[src/logic/drldc_cfg.svh]
`ifndef DRLDC_CFG_SVH
`define DRLDC_CFG_SVH
`define DRLDC_OFS_CTRL 5'h00
`define DRLDC_OFS_LO 5'h04
`define DRLDC_OFS_HI 5'h08
`define DRLDC_OFS_STP 5'h0c
`define DRLDC_OFS_STN 5'h10
`define DRLDC_OFS_RATE 5'h14
`define DRLDC_OFS_OUT 5'h18
`define DRLDC_OFS_STAT 5'h1c
`define DRLDC_CTRL_W 7
`define DRLDC_RST_CTRL 7'h00
`define DRLDC_RST_LO 32'h0000_0000
`define DRLDC_RST_HI 32'hffff_ffff
`define DRLDC_RST_STEP 32'h0000_0000
`define DRLDC_RST_RATE 16'h0001
`define DRLDC_TIMER_ONE 16'h0001
`define DRLDC_PULSE_CYC 2'h2
`endif

[src/logic/drldc_pkg.sv]
package drldc_pkg;
  typedef enum logic [1:0] {
    st_off = 2'h0,
    st_up = 2'h1,
    st_down = 2'h3,
    st_wait = 2'h2
  } drldc_st_t;

  // Bit 0 is enable, bit 6 is reload on commit.
  typedef struct packed {
    logic reload_upd;
    logic flag_en;
    logic nd_lo;
    logic nd_hi;
    logic autoclr;
    logic clr;
    logic enable;
  } drldc_ctrl_t;

  typedef struct packed {
    drldc_ctrl_t ctrl;
    logic [31:0] lo;
    logic [31:0] hi;
    logic [31:0] stp;
    logic [31:0] stn;
    logic [15:0] rate_n;
    logic [15:0] rate_p;
  } drldc_cfg_t;

  typedef struct packed {
    logic [4:0] address;
    logic read;
    logic write;
    logic [3:0] byteenable;
    logic [31:0] writedata;
  } drldc_avs_req_t;

  typedef struct packed {
    logic [31:0] readdata;
    logic waitrequest;
  } drldc_avs_rsp_t;

  typedef struct packed {
    logic sweep_direction_pin;
    logic sweep_hold_pin;
    logic sweep_update_pin;
  } drldc_pins_t;

  typedef struct packed {
    logic dir_m;
    logic dir_s;
    logic dir_q;
    logic hold_m;
    logic hold_s;
    logic upd_m;
    logic upd_s;
    logic upd_q;
    drldc_cfg_t stg;
    drldc_cfg_t act;
    drldc_st_t st;
    logic [31:0] acc;
    logic [15:0] timer;
    logic aclr;
    logic [1:0] pulse;
    logic flag;
    logic wait_q;
    logic [31:0] rdata;
  } drldc_state_t;
endpackage

[src/logic/drldc_top.sv]
`timescale 1ns/1ps
`include "drldc_cfg.svh"
// Contract
// - While enabled, the output never leaves the lower and upper bounds.
// - Clearing the accumulator puts the output at the lower bound.
// - Enable acts at commit; direction high ramps up (single no-dwell modes wait instead), low loads lower bound.
// - Normal mode rests at upper bound until clear, direction low, higher bound.
// - Normal mode rests at lower bound until direction high or lower bound.
// - Hold high freezes the accumulator unless a clear is active; release resumes the slope.
// - Committed clear bit holds output at lower bound until committed cleared.
// - Committed auto-clear holds accumulator cleared for exactly one cycle.
// - Normal behaviour only with both no-dwell bits cleared.
// - No-dwell-high jumps from upper bound straight to lower bound.
// - No-dwell-low jumps from lower bound straight to upper bound.
// - In single no-dwell modes only direction pin edges matter, not its level.
// - No-dwell-high starts on rising edge, ignores pin until upper bound.
// - No-dwell-low starts on falling edge, ignores pin until lower bound.
// - Both no-dwell bits make the output oscillate between the bounds.
// - In oscillation, direction edges switch slope: rising up, falling down.
// - With flag enabled outside oscillation, flag is high exactly while output sits at a bound.
// - In oscillation, flag pulses two cycles at each bound reached.
// - No-dwell-high ignores a falling direction edge during the up ramp.
// - Normal mode: direction low ramps down, direction high ramps up.
// - 32-bit accumulator stepped by a timer with separate 16-bit intervals.
// - Step sizes are unsigned; the down step is subtracted.
// - Timer reloads on direction change, enable commit, optional every commit.
module drldc_top (
  // Clock and reset
  input wire logic core_clk,
  input wire logic nrst,
  // Register bus
  input wire drldc_pkg::drldc_avs_req_t avs_req,
  output drldc_pkg::drldc_avs_rsp_t avs_rsp,
  // Control pins
  input wire drldc_pkg::drldc_pins_t pins,
  // Sweep outputs
  output logic [31:0] sweep_out,
  output logic sweep_limit_flag_pin
);
  import drldc_pkg::*;

  localparam drldc_cfg_t RST_CFG = '{
    ctrl: drldc_ctrl_t'(`DRLDC_RST_CTRL),
    lo: `DRLDC_RST_LO,
    hi: `DRLDC_RST_HI,
    stp: `DRLDC_RST_STEP,
    stn: `DRLDC_RST_STEP,
    rate_n: `DRLDC_RST_RATE,
    rate_p: `DRLDC_RST_RATE
  };

  drldc_state_t q;
  drldc_state_t n;
  logic en, both, nd_h, nd_l, nd_any, clr_now, run, tick;
  logic dir_rise, dir_fall, commit, req, hit_hi, hit_lo;
  logic [4:0] word;
  logic [31:0] base, wmerge, rd_mux;
  logic [32:0] sum, diff;

  function automatic logic [31:0] be_merge(input logic [31:0] o, input logic [31:0] w,
                                           input logic [3:0] be);
    logic [31:0] r;
    r = o;
    for (int i = 0; i < 4; i++) begin
      if (be[i]) begin
        r[i*8 +: 8] = w[i*8 +: 8];
      end
    end
    return r;
  endfunction

  assign en = q.act.ctrl.enable;
  assign both = q.act.ctrl.nd_hi & q.act.ctrl.nd_lo;
  assign nd_h = q.act.ctrl.nd_hi & ~q.act.ctrl.nd_lo;
  assign nd_l = q.act.ctrl.nd_lo & ~q.act.ctrl.nd_hi;
  assign nd_any = q.act.ctrl.nd_hi | q.act.ctrl.nd_lo;
  assign clr_now = q.act.ctrl.clr | q.aclr;
  assign dir_rise = q.dir_s & ~q.dir_q;
  assign dir_fall = ~q.dir_s & q.dir_q;
  assign commit = q.upd_s & ~q.upd_q;
  // Feedback limit keeps the output inside the bounds even if they move.
  assign base = (q.acc > q.act.hi) ? q.act.hi :
                (q.acc < q.act.lo) ? q.act.lo : q.acc;
  assign run = en & ~q.hold_s & ~clr_now & (q.st == st_up || q.st == st_down);
  assign tick = run & (q.timer <= `DRLDC_TIMER_ONE);
  assign sum = {1'b0, base} + {1'b0, q.act.stp};
  assign diff = {1'b0, base} - {1'b0, q.act.stn};
  // A bound closer than one step is treated as reached; with hi not above lo
  // the sweep simply sits at a bound.
  assign hit_hi = tick & (q.st == st_up) & (sum >= {1'b0, q.act.hi});
  assign hit_lo = tick & (q.st == st_down) & (diff[32] | (diff[31:0] <= q.act.lo));

  assign req = avs_req.read | avs_req.write;
  assign word = {avs_req.address[4:2], 2'b00};
  assign rd_mux = (word == `DRLDC_OFS_CTRL) ? {25'h000_0000, q.stg.ctrl} :
                  (word == `DRLDC_OFS_LO) ? q.stg.lo :
                  (word == `DRLDC_OFS_HI) ? q.stg.hi :
                  (word == `DRLDC_OFS_STP) ? q.stg.stp :
                  (word == `DRLDC_OFS_STN) ? q.stg.stn :
                  (word == `DRLDC_OFS_RATE) ? {q.stg.rate_n, q.stg.rate_p} :
                  (word == `DRLDC_OFS_OUT) ? q.acc :
                  {q.timer, 10'h000, q.aclr, q.hold_s, q.dir_s, q.flag, q.st};
  assign wmerge = be_merge(rd_mux, avs_req.writedata, avs_req.byteenable);

  always_comb begin
    n = q;
    n.dir_m = pins.sweep_direction_pin;
    n.dir_s = q.dir_m;
    n.dir_q = q.dir_s;
    n.hold_m = pins.sweep_hold_pin;
    n.hold_s = q.hold_m;
    n.upd_m = pins.sweep_update_pin;
    n.upd_s = q.upd_m;
    n.upd_q = q.upd_s;
    n.aclr = 1'b0;
    // Bus: the answer is always one wait cycle, so reads need no mux timing.
    n.wait_q = ~(req & q.wait_q);
    if (req & q.wait_q) begin
      n.rdata = avs_req.read ? rd_mux : 32'h0000_0000;
    end
    if (avs_req.write & ~q.wait_q) begin
      case (word)
        `DRLDC_OFS_CTRL: n.stg.ctrl = drldc_ctrl_t'(wmerge[`DRLDC_CTRL_W-1:0]);
        `DRLDC_OFS_LO: n.stg.lo = wmerge;
        `DRLDC_OFS_HI: n.stg.hi = wmerge;
        `DRLDC_OFS_STP: n.stg.stp = wmerge;
        `DRLDC_OFS_STN: n.stg.stn = wmerge;
        `DRLDC_OFS_RATE: {n.stg.rate_n, n.stg.rate_p} = wmerge;
        default: n.stg = q.stg;
      endcase
    end
    // Sweep direction.
    if (!en) begin
      n.st = st_off;
    end else if (!nd_any) begin
      n.st = q.dir_s ? st_up : st_down;
    end else if (both) begin
      if (dir_rise) begin
        n.st = st_up;
      end else if (dir_fall) begin
        n.st = st_down;
      end else if (q.st == st_wait || q.st == st_off) begin
        n.st = q.dir_s ? st_up : st_down;
      end
    end else if (nd_h) begin
      if (q.st != st_up) begin
        n.st = dir_rise ? st_up : st_wait;
      end
    end else if (nd_l) begin
      if (q.st != st_down) begin
        n.st = dir_fall ? st_down : st_wait;
      end
    end
    // Accumulator.
    if (en) begin
      n.acc = base;
      if (clr_now) begin
        n.acc = q.act.lo;
      end else if (hit_hi) begin
        n.acc = q.act.hi;
        if (nd_h) begin
          n.acc = q.act.lo;
          n.st = st_wait;
        end else if (both) begin
          n.st = st_down;
        end
      end else if (hit_lo) begin
        n.acc = q.act.lo;
        if (nd_l) begin
          n.acc = q.act.hi;
          n.st = st_wait;
        end else if (both) begin
          n.st = st_up;
        end
      end else if (tick) begin
        n.acc = (q.st == st_up) ? sum[31:0] : diff[31:0];
      end
    end
    // Commit strobe.
    if (commit) begin
      n.act = q.stg;
      n.aclr = q.stg.ctrl.autoclr;
      if (q.stg.ctrl.enable & ~en) begin
        n.st = (q.stg.ctrl.nd_hi ^ q.stg.ctrl.nd_lo) ? st_wait :
               (q.dir_s ? st_up : st_down);
        if (!q.dir_s) begin
          n.acc = q.stg.lo;
        end
      end
    end
    // A commit may move the bounds or enable the sweep with a stale value, so the
    // output is clamped here too; otherwise it could show outside for one cycle.
    if (n.act.ctrl.enable) begin
      if (n.acc > n.act.hi) begin
        n.acc = n.act.hi;
      end else if (n.acc < n.act.lo) begin
        n.acc = n.act.lo;
      end
    end
    // Step timer.
    if (tick) begin
      n.timer = (n.st == st_down) ? n.act.rate_n : n.act.rate_p;
    end else if (run) begin
      n.timer = q.timer - `DRLDC_TIMER_ONE;
    end
    if (dir_rise | dir_fall | (commit & q.stg.ctrl.enable & ~en) |
        (commit & q.stg.ctrl.reload_upd)) begin
      n.timer = (n.st == st_down) ? n.act.rate_n : n.act.rate_p;
    end
    // Limit flag.
    if (both & (hit_hi | hit_lo)) begin
      n.pulse = `DRLDC_PULSE_CYC;
    end else if (q.pulse != 2'h0) begin
      n.pulse = q.pulse - 2'h1;
    end
    n.flag = n.act.ctrl.enable & n.act.ctrl.flag_en &
             ((n.act.ctrl.nd_hi & n.act.ctrl.nd_lo) ? (n.pulse != 2'h0) :
              (n.acc == n.act.hi || n.acc == n.act.lo));
  end

  always_ff @(posedge core_clk or negedge nrst) begin
    if (!nrst) begin
      q <= '0;
      q.stg <= RST_CFG;
      q.act <= RST_CFG;
      q.wait_q <= 1'b1;
    end else begin
      q <= n;
    end
  end

  assign avs_rsp.readdata = q.rdata;
  assign avs_rsp.waitrequest = q.wait_q;
  assign sweep_out = q.acc;
  assign sweep_limit_flag_pin = q.flag;
endmodule // drldc_top

[config.mk]
export PLATFORM = sky130hd
export DESIGN_NAME = drldc_top
export DESIGN_NICKNAME = d
export VERILOG_FILES = /design/src/logic/drldc_pkg.sv /design/src/logic/drldc_top.sv
export VERILOG_INCLUDE_DIRS = /design/src /design/src/logic
export SDC_FILE = /design/constraint.sdc
export NUM_CORES = 2
export LEC_CHECK = 0
export BUFFER_PORTS_ARGS = -buffer_cell sky130_fd_sc_hd__buf_4
export CORE_MARGIN = 2
export CORE_UTILIZATION = 35
export CTS_CLUSTER_DIAMETER = 150
export DETAILED_ROUTE_END_ITERATION = 10
export GPL_ROUTABILITY_DRIVEN = 0
export PLACE_DENSITY = 0.6
export SYNTH_ARGS = -nofsm -noshare
export SYNTH_HDL_FRONTEND = slang
export SYNTH_SLANG_ARGS = --single-unit
[constraint.sdc]
create_clock -name core_clk -period 12.5 [get_ports core_clk]
set_input_delay 0.625 -clock core_clk [delete_from_list [all_inputs] [get_ports core_clk]]
set_output_delay 0.625 -clock core_clk [all_outputs]
set_load 0.02 [all_outputs]
==> results summary <==
The total die area is around 94000 um2. Of the cells placed in the final design, the portion with a size suffix greater than 1 is 0.230. The pin slew with the least headroom to its limit came out at between 1000 and 1500 ps. Across all hold checks on the routed design, the worst slack comes to -24.7 ps. The gate count of the mapped netlist came out at ~3900. The highest achievable clock rate came out at about 82 MHz. The antenna violation net count after detailed routing is 0. The number of buffer and inverter instances along the worst setup path came out at 12. The worst slack at placement came out at about 100 ps. The type of destination of the critical path is a flip-flop. The register bit total from synthesis came out at about 430. After floorplanning, the core was sized to cover 91200 um2. The vias after detailed routing came out at approximately 34000. The first-pass GRT wire length is between 200000 and 250000 um. The number of antenna violations at the first check in global routing came out at 2.

The combined area of all synthesized cells is 32100 um2. The number of hold violations in the final report is 8. The final number of max-transition violations was 0.

Data on the critical path is required at its endpoint by between 10000 and 15000 ps. The checks that failed: hold timing. The flow ran to the end, but the final reports show violations. The clock latency of the later-clocked register in the worst-skew pair is between 600 and 700 ps. The share of the clock period used by the worst path after layout is 0.978. The length of the first detailed-routing pass in iterations came out at 7. The wire length reported by the detailed router is 150000 um. Counting buffers and inverters, the worst setup path is between 50 and 60 cells deep.

The top fanout value on the critical path is 8. The async set or reset register ratio after synthesis came out at 1.00. The number of core rows is 111. The vias per cell came out at just over 6.

TritonCTS built the clock tree. The most used flip-flop cell after synthesis is dfrtp_1. Synthesis produced a netlist with a net count of between 4000 and 5000. The number of maximum-capacitance constraint violations came out at 0. The cell family contributing the most delay on the critical path is compound AO/OA/AOI/OAI gates. On the critical path, the stage with the largest delay is an instance of dfstp_2. The largest buffer count on any clock path came out at 3. From synthesis to final layout, the design area changed by 22.7%. Counting distinct cell types in the post-synthesis netlist gives 98. The pin count of the biggest net entering global routing came out at roughly 170. The root buffer cell chosen for the clock tree is clkbuf_16. The cell type with the highest occurrence count on the critical path is buf_4. The initial core utilization is 0.352. The mean area per synthesized cell came out at 8.28 um2. The maximum level of the CTS H-tree came out at 2.

The headroom to the max-slew limit came out at 0.189. The post-layout minimum cycle time is between 10000 and 15000 ps. The total overflow left after global routing is 0. Buffers inserted to repair hold after CTS numbered 0.

The DRC violation total after the first TritonRoute iteration came out at between 4000 and 5000. The number of remaining DRC errors came out at 0. The worst hold path belongs to the class in -> async. The largest stage delay on the critical path is between 500 and 600 ps. The count of clock tree sinks is ~430. The total half-perimeter wirelength after legalization and detailed placement is 117000 um. ~110 I/O pins were placed. The vertical die dimension is between 300 and 400 um.

The clock transition at the register clock pins on the worst setup and hold paths after CTS came out at approximately 70 ps. Across the routed clock network, the largest skew measured is roughly 21 ps. Clock tree synthesis inserted a total of 50 buffers.

The count of input and output buffers came out at 111. The synthesis warning total came out at 0. The critical path data arrival time is between 10000 and 15000 ps. The worst-case setup margin in the final layout came out at roughly 270 ps. The number of synthesized flops with an enable pin came out at 0. Dividing the detail-routed wire length by the instance count gives between 20 and 30 um.

The horizontal extent of the die came out at between 300 and 400 um. Setup violations remaining at the end of the flow were counted as 0. STA classifies the critical path startpoint as a flip-flop. For this run, the post-layout net count is between 4000 and 5000. The overall fraction of global-route tracks in use came out at 0.308. By startpoint and endpoint, the worst setup path is classified as reg -> reg. The sequential fraction of the synthesis area is 0.335. The number of cells on the worst reg-to-reg path is 53. The number of global-route vias before repair is about 32000.
[stage by stage]
step	cell area [um2]	hold WS, ps	std cells	utilization	TNS [ps]
finish	39400	-24.7	5549	0.432	0
CTS	39100	3.14	5545	0.429	0
floorplan	32100	329	3878	-	0
global route	39400	28.4	5547	0.432	-74.0
global placement	37400	332	5452	0.409	0
detailed placement	37400	338	5452	0.409	0
[sequential cells by signal, indices dropped and copies added (netlist names)]
register / count
sweep_limit_flag_pin: 1
sweep_out: 32
en: 1
q: 355
n: 5
avs_rsp: 33
[area by class of cell]
cell class | instances | area, um2
multi-input cells | 2975 | 19600
fillers | 9035 | 51800
flip-flops and latches | 427 | 10800
well taps | 1186 | 1480
inverters | 216 | 811
diodes | 2 | 5.00
clock buffers | 65 | 1420
clock inverters | 28 | 358
repair buffers | 650 | 4980
[synthesized netlist by cell type (all sizes together) (52+ instances only)]
| cell type | number | area share |
|---|---|---|
| nand2 | 582 | 0.068 |
| o21ai | 378 | 0.059 |
| dfrtp | 358 | 0.28 |
| nor2 | 322 | 0.038 |
| a21oi | 321 | 0.050 |
| ha | 258 | 0.10 |
| inv | 216 | 0.025 |
| clkbuf | 152 | 0.018 |
| buf | 108 | 0.022 |
| a21o | 89 | 0.021 |
| nand3 | 70 | 0.011 |
| dfstp | 69 | 0.056 |
| mux2 | 68 | 0.024 |
| mux2i | 61 | 0.019 |
| nor3 | 54 | 0.0084 |
| a211oi | 52 | 0.013 |
[layout by cell type, fill, tap and decap left out, types with 22 or more instances in the layout]
master	Yosys	final
mux4_2	23	23
inv_1	216	216
o21ai_0	359	348
a221o_1	29	29
o21a_1	24	23
o22ai_1	34	32
dfstp_2	69	69
nand2_1	580	578
and3_1	24	23
ha_1	258	258
a221oi_1	26	25
and2_1	23	23
o211ai_1	41	41
a21o_1	89	89
clkbuf_16	0	50
mux2_2	67	67
a31oi_1	33	32
nand3_1	68	66
nand4_1	51	51
o21ai_1	16	22
buf_4	67	639
xnor2_1	51	50
a211oi_1	49	44
nor3_1	54	50
a21oi_1	319	313
dfrtp_1	358	358
nor2_1	321	318
mux2i_1	61	61
[cell families after synthesis]
group,after synthesis,synth area share
buffers and inverters,476,0.0645
adders and majority gates,260,0.102
and+or+nand+nor,1244,0.171
AOI/OAI and AO/OA,1249,0.249
muxes,152,0.0591
DFF,427,0.335
xor gates and xnor gates,70,0.0191
[repair_timing]
item	in CTS	in global routing
resized for setup	0	65
buffers inserted	0	2
setup endpoints to repair	0	2
[path summary, 6_finish.rpt]
| check | startpoint | end | slack (ps) |
|---|---|---|---|
| worst max-delay path | q[212] | sweep_limit_flag_pin | 270 |
| worst min register to register | n[422] | n[421] | 350 |
| max in group asynchronous | nrst | q[51] | 10130 |
| min in group core_clk | pins[1] | n[424] | 100 |
| worst min-delay path | nrst | sweep_out[31] | -20 |
| worst max register to register | q[212] | sweep_limit_flag_pin | 270 |
[metal layers]
| layer | part of all wire | track usage |
|---|---|---|
| met3 | 0.11 | 0.0728 |
| met1 | 0.38 | 0.390 |
| met4 | 0.086 | 0.212 |
| met5 | 0.00061 | 0.00620 |
| met2 | 0.42 | 0.465 |
Power is not shown: default switching activity piles up to over one toggle a cycle in this logic, so the estimate is an artifact.
